`src/core/cds_defs.svh`:
```
/*
  Constants for the data steering block: lane count, FIFO depth
  and pad timing. Assumes inclusion by bare name from core/ sources.
*/
`ifndef CDS_DEFS_SVH
`define CDS_DEFS_SVH
`define CDS_LANES 4
`define CDS_FIFO_DEPTH 8
`define CDS_PHASE_CYCLES 2'h1
`endif

```
`src/core/cds_pkg.sv`:
```
/*
  Types for the data steering block: target kinds and request carriers.
  Assumes nothing beyond a SystemVerilog compiler.
*/
package cds_pkg;
  typedef enum logic [2:0] {
    CDS_T_SLOT8, CDS_T_SLOT16, CDS_T_IOBUS8, CDS_T_ROM8, CDS_T_ROM16,
    CDS_T_DRAM, CDS_T_WIDE_LOCAL, CDS_T_FLASH
  } cds_target_e;
  typedef struct packed {
    logic write;
    cds_target_e target;
    logic [3:0] byte_en;
    logic [31:0] wdata;
  } cds_req_s;
  typedef struct packed {
    logic [1:0] lane;
    logic wide;
    logic [15:0] data;
  } cds_acc_s;
endpackage

```
`src/core/cds_steer.sv`:
```
/*
  CPU-owned data steering between the 32-bit local bus, the 16-bit slot
  bus, the 8-bit on-chip I/O bus and the BIOS ROM. A request is split into
  narrow accesses queued in a FIFO; an issuer runs them on the slot/ROM
  side and assembles reads before answering. Assumes the requester holds
  req until done, slot/ROM acknowledge each access with acc_done, and that
  pins are resolved outside (oe low = driving).
*/
//
// Behaviour
// - local lanes 0..3 are data bits 7-0, 15-8, 23-16, 31-24.
// - slot bus low half is bits 7-0, high half bits 15-8.
// - 8-bit slot writes send each enabled lane to slot low, one access per byte.
// - on-chip 8-bit I/O writes use the same byte-serial steering.
// - 16-bit slot byte write: even lanes to low half, odd lanes to high.
// - 16-bit slot word writes: lane pairs to both halves, one access per pair.
// - DRAM, local bus device and flash writes leave all pads three-stated.
// - DRAM and wide local device reads leave all pads three-stated.
// - 8-bit slot reads put slot low onto each requested lane, byte-serial.
// - slot read data is latched, then driven onto local lanes.
// - on-chip I/O reads take internal data, drive lane and both slot halves.
// - 16-bit slot byte read delivers slot low onto the addressed lane.
// - 16-bit slot word reads: slot halves to lanes 0,1 or 2,3 per access.
// - 8-bit ROM reads copy lane 2 onto each addressed lane, byte-serial.
// - 16-bit ROM byte read copies lane 2 or 3 onto the addressed lane.
// - 16-bit ROM word reads copy lanes 2,3 onto lanes 0,1 or 2,3.
// - DRAM, local device and flash cycles bypass steering entirely.
`timescale 1ns/1ps
`default_nettype none
`include "cds_defs.svh"
module cds_steer (
  input wire logic clk, // system clock, 100 MHz
  input wire logic rstn, // sync reset, active low
  input wire logic req_valid, // cpu cycle request, held until done
  input wire cds_pkg::cds_req_s req, // cycle attributes and write data
  output logic req_done, // one-cycle pulse: cycle complete
  output logic [31:0] rdata, // assembled read data, valid with req_done
  output logic [31:0] local_out, // local lanes drive value
  output logic [3:0] local_oe_n, // per lane enable, low drives
  input wire logic [31:0] local_in, // local lanes pin level
  output logic [15:0] slot_out, // slot halves drive value
  output logic [1:0] slot_oe_n, // bit0 low half, bit1 high half, low drives
  input wire logic [15:0] slot_in, // slot halves pin level
  input wire logic [7:0] iobus_in, // on-chip i/o read data, same clock
  output logic [7:0] iobus_out, // on-chip i/o write data
  output logic acc_start, // one-cycle pulse: narrow access begins
  output logic [1:0] acc_lane, // addressed lane of this access
  output logic acc_wide, // access uses both halves / lane pair
  input wire logic acc_done // narrow access finished (pin domain)
);
  typedef enum {ST_IDLE, ST_SPLIT, ST_ISSUE, ST_WAIT, ST_DRIVE} cds_st_e;
  cds_st_e state_reg;
  cds_pkg::cds_req_s cur_reg;
  logic [3:0] left_reg;
  // each lane owns its own byte flop; the word is only wired together
  wire logic [31:0] asm_word;
  logic [1:0] done_sync_reg;
  logic done_seen_reg;
  logic done_rise;
  logic steered;
  logic byte_serial;
  logic lane_serial16;
  cds_pkg::cds_acc_s acc_in;
  cds_pkg::cds_acc_s acc_head;
  cds_pkg::cds_acc_s acc_reg;
  logic fifo_in_valid;
  logic fifo_in_ready;
  logic fifo_out_valid;
  logic fifo_out_ready;
  logic [1:0] pick_lane;
  logic pick_wide;
  logic [3:0] pick_mask;

  // acc_done comes from the pin side: two flops before use
  always_ff @(posedge clk) begin
    if (!rstn) begin
      done_sync_reg <= 2'h0;
      done_seen_reg <= 1'b0;
    end else begin
      done_sync_reg <= {done_sync_reg[0], acc_done};
      done_seen_reg <= done_sync_reg[1];
    end
  end
  assign done_rise = done_sync_reg[1] && !done_seen_reg;

  // only slot, i/o bus and rom targets pass through the steering paths
  always_comb begin
    steered = 1'b1;
    byte_serial = 1'b0;
    lane_serial16 = 1'b0;
    case (req.target)
      cds_pkg::CDS_T_SLOT8, cds_pkg::CDS_T_IOBUS8, cds_pkg::CDS_T_ROM8:
        byte_serial = 1'b1;
      cds_pkg::CDS_T_SLOT16, cds_pkg::CDS_T_ROM16:
        lane_serial16 = 1'b1;
      default:
        steered = 1'b0;
    endcase
  end

  // next narrow access from remaining enables: lowest lane first
  always_comb begin
    pick_lane = 2'h0;
    pick_wide = 1'b0;
    pick_mask = 4'h0;
    if (left_reg[0] || left_reg[1]) begin
      pick_lane = left_reg[0] ? 2'h0 : 2'h1;
    end else begin
      pick_lane = left_reg[2] ? 2'h2 : 2'h3;
    end
    if (cur_reg.target == cds_pkg::CDS_T_SLOT16 || cur_reg.target == cds_pkg::CDS_T_ROM16) begin
      // a lane pair is one access, so aligned word = 1, dword or split word = 2
      pick_wide = pick_lane[1] ? (left_reg[2] && left_reg[3]) : (left_reg[0] && left_reg[1]);
      pick_mask = pick_lane[1] ? (left_reg & 4'hC) : (left_reg & 4'h3);
    end else begin
      pick_mask = 4'h1 << pick_lane; // one access per byte
    end
  end

  assign acc_in = '{lane: pick_lane, wide: pick_wide, data: 16'h0000};
  assign fifo_in_valid = (state_reg == ST_SPLIT) && (left_reg != 4'h0);
  assign fifo_out_ready = (state_reg == ST_ISSUE);

  cds_fifo #(.WIDTH($bits(cds_pkg::cds_acc_s)), .DEPTH(`CDS_FIFO_DEPTH)) u_fifo (
    .clk(clk),
    .rstn(rstn),
    .in_valid(fifo_in_valid),
    .in_ready(fifo_in_ready),
    .in_data(acc_in),
    .out_valid(fifo_out_valid),
    .out_ready(fifo_out_ready),
    .out_data(acc_head)
  );

  // sequencer: split, issue one access at a time, then answer
  always_ff @(posedge clk) begin
    if (!rstn) begin
      state_reg <= ST_IDLE;
      cur_reg <= '0;
      left_reg <= 4'h0;
      acc_reg <= '0;
    end else begin
      case (state_reg)
        ST_IDLE: begin
          if (req_valid && steered && !req_done) begin
            cur_reg <= req;
            left_reg <= req.byte_en;
            state_reg <= ST_SPLIT;
          end
        end
        ST_SPLIT: begin
          if (left_reg == 4'h0) begin
            state_reg <= ST_ISSUE;
          end else if (fifo_in_ready) begin
            left_reg <= left_reg & ~pick_mask;
          end
        end
        ST_ISSUE: begin
          if (fifo_out_valid) begin
            acc_reg <= acc_head;
            state_reg <= ST_WAIT;
          end else begin
            state_reg <= ST_DRIVE;
          end
        end
        ST_WAIT: begin
          if (done_rise) begin
            state_reg <= ST_ISSUE;
          end
        end
        ST_DRIVE: state_reg <= ST_IDLE;
        default: state_reg <= ST_IDLE;
      endcase
    end
  end

  always_ff @(posedge clk) begin
    if (!rstn) begin
      acc_start <= 1'b0;
      acc_lane <= 2'h0;
      acc_wide <= 1'b0;
    end else begin
      acc_start <= (state_reg == ST_ISSUE) && fifo_out_valid;
      if ((state_reg == ST_ISSUE) && fifo_out_valid) begin
        acc_lane <= acc_head.lane;
        acc_wide <= acc_head.wide;
      end
    end
  end

  // read capture per lane into the assembly latch
  genvar g;
  generate
    for (g = 0; g < `CDS_LANES; g++) begin : g_lane
      logic hit;
      logic [7:0] src;
      logic [7:0] byte_reg;
      // lane g holds data bits 8g+7..8g
      assign hit = (acc_reg.lane == 2'(g)) || (acc_reg.wide && (acc_reg.lane[1] == 1'(g / 2)));
      always_comb begin
        src = 8'h00;
        case (cur_reg.target)
          cds_pkg::CDS_T_IOBUS8: src = iobus_in;
          cds_pkg::CDS_T_ROM8: src = local_in[23:16];
          cds_pkg::CDS_T_ROM16: src = (g % 2 == 1) ? local_in[31:24] : local_in[23:16];
          cds_pkg::CDS_T_SLOT16: src = (g % 2 == 1 && acc_reg.wide) ? slot_in[15:8] :
                                       slot_in[7:0];
          default: src = slot_in[7:0];
        endcase
      end
      always_ff @(posedge clk) begin
        if (!rstn) begin
          byte_reg <= 8'h00;
        end else if (state_reg == ST_WAIT && done_rise && !cur_reg.write && hit) begin
          byte_reg <= src;
        end
      end
      assign asm_word[8*g +: 8] = byte_reg;
    end
  endgenerate

  // pads: write data to slot, read data redriven only after assembly
  always_ff @(posedge clk) begin
    if (!rstn) begin
      local_out <= 32'h0000_0000;
      local_oe_n <= 4'hF;
      slot_out <= 16'h0000;
      slot_oe_n <= 2'h3;
      iobus_out <= 8'h00;
      req_done <= 1'b0;
      rdata <= 32'h0000_0000;
    end else begin
      req_done <= (state_reg == ST_DRIVE);
      local_oe_n <= 4'hF; // three-state outside steered phases
      slot_oe_n <= 2'h3;
      if (state_reg == ST_WAIT && cur_reg.write) begin
        if (cur_reg.target == cds_pkg::CDS_T_SLOT16 && (acc_reg.wide || acc_reg.lane[0])) begin
          slot_out <= acc_reg.lane[1] ? cur_reg.wdata[31:16] : cur_reg.wdata[15:0];
          slot_oe_n <= acc_reg.wide ? 2'h0 : 2'h1; // odd byte on high half
        end else if (cur_reg.target == cds_pkg::CDS_T_SLOT16) begin
          slot_out <= {8'h00, cur_reg.wdata[8*acc_reg.lane +: 8]};
          slot_oe_n <= 2'h2; // even byte on low half
        end else begin
          slot_out <= {8'h00, cur_reg.wdata[8*acc_reg.lane +: 8]};
          slot_oe_n <= 2'h2;
          iobus_out <= cur_reg.wdata[8*acc_reg.lane +: 8];
        end
      end
      if (state_reg == ST_DRIVE && !cur_reg.write) begin
        local_out <= asm_word;
        local_oe_n <= ~cur_reg.byte_en;
        rdata <= asm_word;
        if (cur_reg.target == cds_pkg::CDS_T_IOBUS8) begin
          slot_out <= {iobus_in, iobus_in};
          slot_oe_n <= 2'h0;
        end
      end
    end
  end

  a_done_after_drive: assert property (@(posedge clk) disable iff (!rstn)
    (state_reg == ST_DRIVE) |=> req_done) else $error("done missing");
  a_dram_pads_off: assert property (@(posedge clk) disable iff (!rstn)
    (state_reg == ST_IDLE && !req_done) |=> (local_oe_n == 4'hF))
    else $error("local pads driven while idle");
  a_read_slot_off: assert property (@(posedge clk) disable iff (!rstn)
    (state_reg == ST_WAIT && !cur_reg.write) |=> (slot_oe_n == 2'h3))
    else $error("slot driven during read");
  a_bypass_idle: assert property (@(posedge clk) disable iff (!rstn)
    (state_reg == ST_IDLE && req_valid && !steered) |=> state_reg == ST_IDLE)
    else $error("bypass target steered");
  a_wide_only16: assert property (@(posedge clk) disable iff (!rstn)
    acc_start && acc_wide |-> cur_reg.target inside {cds_pkg::CDS_T_SLOT16,
    cds_pkg::CDS_T_ROM16}) else $error("wide access on 8-bit target");
  a_slot8_low: assert property (@(posedge clk) disable iff (!rstn)
    $past(state_reg == ST_WAIT && cur_reg.write && cur_reg.target == cds_pkg::CDS_T_SLOT8)
    |-> slot_oe_n == 2'h2) else $error("8-bit write off low half");
  a_io_both_halves: assert property (@(posedge clk) disable iff (!rstn)
    $past(state_reg == ST_DRIVE && !cur_reg.write && cur_reg.target == cds_pkg::CDS_T_IOBUS8)
    |-> slot_oe_n == 2'h0 && req_done) else $error("io read halves off");
  a_rdata_latched: assert property (@(posedge clk) disable iff (!rstn)
    req_done && !cur_reg.write |-> rdata == local_out)
    else $error("read data not redriven");
endmodule // cds_steer
`default_nettype wire

```
`src/core/cds_fifo.sv`:
```
/*
  Parameterised valid/ready FIFO holding the narrow slot accesses.
  Assumes single clock clk with synchronous active-low reset rstn.
*/
`timescale 1ns/1ps
`default_nettype none
module cds_fifo #(
  parameter int WIDTH = 19,
  parameter int DEPTH = 8
) (
  input wire logic clk, // system clock
  input wire logic rstn, // sync reset, active low
  input wire logic in_valid, // write side valid
  output logic in_ready, // not full
  input wire logic [WIDTH-1:0] in_data, // entry in
  output logic out_valid, // not empty
  input wire logic out_ready, // reader takes entry
  output logic [WIDTH-1:0] out_data // head entry
);
  localparam int AW = $clog2(DEPTH);
  logic [WIDTH-1:0] mem [DEPTH];
  logic [AW-1:0] wr_ptr_reg;
  logic [AW-1:0] rd_ptr_reg;
  logic [AW:0] count_reg;
  logic push;
  logic pop;
  assign push = in_valid && in_ready;
  assign pop = out_valid && out_ready;
  assign in_ready = (count_reg != (AW+1)'(DEPTH));
  assign out_valid = (count_reg != '0);
  assign out_data = mem[rd_ptr_reg];
  always_ff @(posedge clk) begin
    if (push) begin
      mem[wr_ptr_reg] <= in_data;
    end
  end
  always_ff @(posedge clk) begin
    if (!rstn) begin
      wr_ptr_reg <= '0;
      rd_ptr_reg <= '0;
      count_reg <= '0;
    end else begin
      if (push) begin
        wr_ptr_reg <= (wr_ptr_reg == AW'(DEPTH - 1)) ? '0 : wr_ptr_reg + 1'b1;
      end
      if (pop) begin
        rd_ptr_reg <= (rd_ptr_reg == AW'(DEPTH - 1)) ? '0 : rd_ptr_reg + 1'b1;
      end
      count_reg <= count_reg + (AW+1)'(push) - (AW+1)'(pop);
    end
  end
endmodule // cds_fifo
`default_nettype wire

```
`config.mk`:
```
export PLATFORM = sky130hd
export DESIGN_NAME = cds_steer
export DESIGN_NICKNAME = d
export VERILOG_FILES = /design/src/core/cds_pkg.sv /design/src/core/cds_steer.sv /design/src/core/cds_fifo.sv
export VERILOG_INCLUDE_DIRS = /design/src /design/src/core
export SDC_FILE = /design/constraint.sdc
export NUM_CORES = 1
export LEC_CHECK = 0
export BUFFER_PORTS_ARGS = -buffer_cell sky130_fd_sc_hd__buf_2
export CORE_ASPECT_RATIO = 1.4
export CORE_MARGIN = 4
export CORE_UTILIZATION = 54
export CTS_CLUSTER_DIAMETER = 120
export DETAILED_ROUTE_END_ITERATION = 7
export GPL_ROUTABILITY_DRIVEN = 1
export PLACE_DENSITY = 0.8
export SLEW_MARGIN = 20
export SYNTH_ARGS = -nofsm -noshare
export SYNTH_HDL_FRONTEND = slang
export SYNTH_SLANG_ARGS = --single-unit
```
`constraint.sdc`:
```
create_clock -name clk -period 3 [get_ports clk]
set_input_delay 0.3 -clock clk [delete_from_list [all_inputs] [get_ports clk]]
set_output_delay 0.3 -clock clk [all_outputs]
set_load 0.01 [all_outputs]
```
==> run metrics <==
Startpoint Class register; vias in the first global route 6665; Area Growth Syn to Fin 17.3%; final WL 21.7 mm; CTS hold repair buffers 0; residual DRC count 0; Worst-Margin Slew 805 ps; Clock Skew 8.50 ps; chip width 114 microns; ys flop type dfxtp_1; share of layout cells above drive strength 1 28.5%; Total Routing Usage GR 24.0%; Pwr Density 601 nW/um^2; die area 17700 sq um; fin crit period 2690 ps; beginning of the worst register-to-register path u_fifo.count_reg[2]; setup bufs post-CTS 0; worst skew pair latency 430 ps; maxcap violations 0; Placer Congestion 0.884; clock-pin slew on the worst setup and hold paths 70 ps; most frequent cells after synthesis nand2_1 (181), dfxtp_1 (162), a21oi_1 (129); FF-to-FF End u_fifo.count_reg[2]; Synth area leaders dfxtp_1 (39%), edfxtp_1 (8.6%), nand2_1 (8.1%); count leader, synth nand2_1; Synth Warn # 0; initial antenna violation count 0; CP Capture Type register; drt via density 5.77; root buf cell clkbuf_16; H-tree depth 4; Ant. Diodes 0; DR vias 7178; CTS tree yes; Critical Path Start u_fifo.count_reg[2]; first-pass GRT wire length 34.1 mm; R2R cell count 12; Num Clock Sinks 186; # nets final 1150; Yosys top cell area share 38.5%; Yosys cell types 69; final design utilization 65.0%; critical path endpoint u_fifo.count_reg[2]; Worst R2R Setup Slack 310 ps; Peak VDD IR 0.400 mV; Post-synth ARST share 0%; Max Root-Sink Buffers 2; setup TNS 0 ps; hpwl dp 15.5 mm; Pwr Total 0.00593 W; Post-synth EDFFs 24; worst-path maximum fanout 6; Critical Path RT 3300 ps; syn_nets 1025; status finished, final reports clean; # IOs 199; Std-Cell Core Area 15200 sq um; DR WL/cell 17.4 microns; Initial Utilization 55.4%; biggest area consumer among synthesized cells dfxtp_1; remaining global-route overflow 0; final setup margin 310 ps; drt initial violations 578; post_cts resized 0; Mean Syn Cell Area 9.21 sq um; max FFs per register 40; f_max 0.372 GHz; DRT antenna net count 0; final hold vios 0; Leak 3.94 nW; RSZ-0062 raised after global routing false; Mapped Cells 914; largest net degree at the start of global routing 56; final period utilization 89.7%; TritonRoute pass-1 iters 7; #FFs+latches synth 186; Cell Area, Synth 8420 sq um; WP data arrival 2990 ps; Final setup viols 0; worst hold-check path type in -> reg; pre-CTS setup slack 329 ps; Row Count 53; sequential-to-total area share from yosys stat 47.1%; port buffer count 182; Slew headroom 45.6%; Slew Viols, Final 0; crit path kind reg -> reg; height of the chip 156 microns; total CTS buffers 17
## report_power, final
group	internal, W	total, W	switching, W
combinational	0.000327	0.000819	0.000491
sequential	0.00262	0.00269	0.0000747
clock	0.00146	0.00242	0.000964
total	0.00440	0.00593	0.00153
## critical path, cell delays in order (launching register included)
cell,delay (ps)
dfxtp_1,300
inv_1,90
ha_1,150
or3b_2,470
nand3_1,210
clkinv_1,140
ha_1,300
inv_1,50
ha_1,160
inv_1,60
fa_1,410
xor2_1,170
nor2_1,50
## kinds of logic after synthesis
family	after synthesis	share of synthesized area, %
AO/OA/AOI/OAI	258	18.5
XOR/XNOR	4	0.416
adder cells (fa/ha/maj)	11	1.72
buffers and inverters	115	7.05
flip-flops	186	47.1
multiplexers	49	8.09
AND/OR/NAND/NOR	291	17.1
## stage by stage
stage	instances	cell area [sq um]	hold slack, ps
after CTS	1243	9870	70.3
after floorplan	914	8420	358
after global placement	1212	9230	374
after detailed placement	1212	9230	373
after global routing	1243	9870	81.5
final	1243	9870	79.7
## how the worst min path moves through the flow
stage                start  depth (start not counted)                to
2_1_floorplan  cur_reg[32]                          1     local_oe_n[0]
3_3_place_gp   cur_reg[34]                          1     local_oe_n[2]
3_5_place_dp   cur_reg[34]                          1     local_oe_n[2]
4_1_cts           acc_done                          2  done_sync_reg[0]
5_1_grt           acc_done                          2  done_sync_reg[0]
6_report          acc_done                          2  done_sync_reg[0]
## routing by layer
metal | GRT usage (%) | vias up | share of wire (%)
met3 | 4.31 | 50 | 7.8
met5 | 0 | - | 0
met4 | 11.0 | 0 | 3.6
li1 | - | 3463 | -
met1 | 29.9 | 3338 | 39
met2 | 40.5 | 327 | 50
## cell type report
| class | count | area (sq um) |
|---|---|---|
| Timing Repair Buffer | 207 | 1100 |
| Clock buffer | 19 | 455 |
| Tap cell | 192 | 240 |
| Inverter | 14 | 53.8 |
| Clock inverter | 12 | 183 |
| Multi-Input combinational cell | 613 | 3870 |
| Fill cell | 1234 | 5320 |
| Sequential cell | 186 | 3960 |
## cell usage in the layout, fill, tap and decap left out, types with 4 or more instances in the layout
cell type / synthesis / final
a22oi_1: 8 / 8
mux4_2: 13 / 13
buf_4: 34 / 25
mux2i_1: 14 / 14
mux2_2: 22 / 22
o211ai_1: 8 / 8
buf_2: 14 / 182
nand3b_1: 11 / 11
inv_6: 0 / 5
edfxtp_1: 24 / 24
a21boi_0: 5 / 5
inv_1: 11 / 11
ha_1: 10 / 10
a31oi_1: 8 / 8
o21ai_0: 44 / 44
or3b_2: 7 / 7
nand3_1: 7 / 7
clkbuf_16: 0 / 18
a21oi_1: 129 / 129
nand2_1: 181 / 181
dfxtp_1: 162 / 162
nand2b_1: 10 / 10
a22o_1: 13 / 13
a222oi_1: 5 / 5
nor2_1: 33 / 33
bufinv_16: 0 / 4
a221oi_1: 17 / 17
Power figures use the tool's default switching activity.
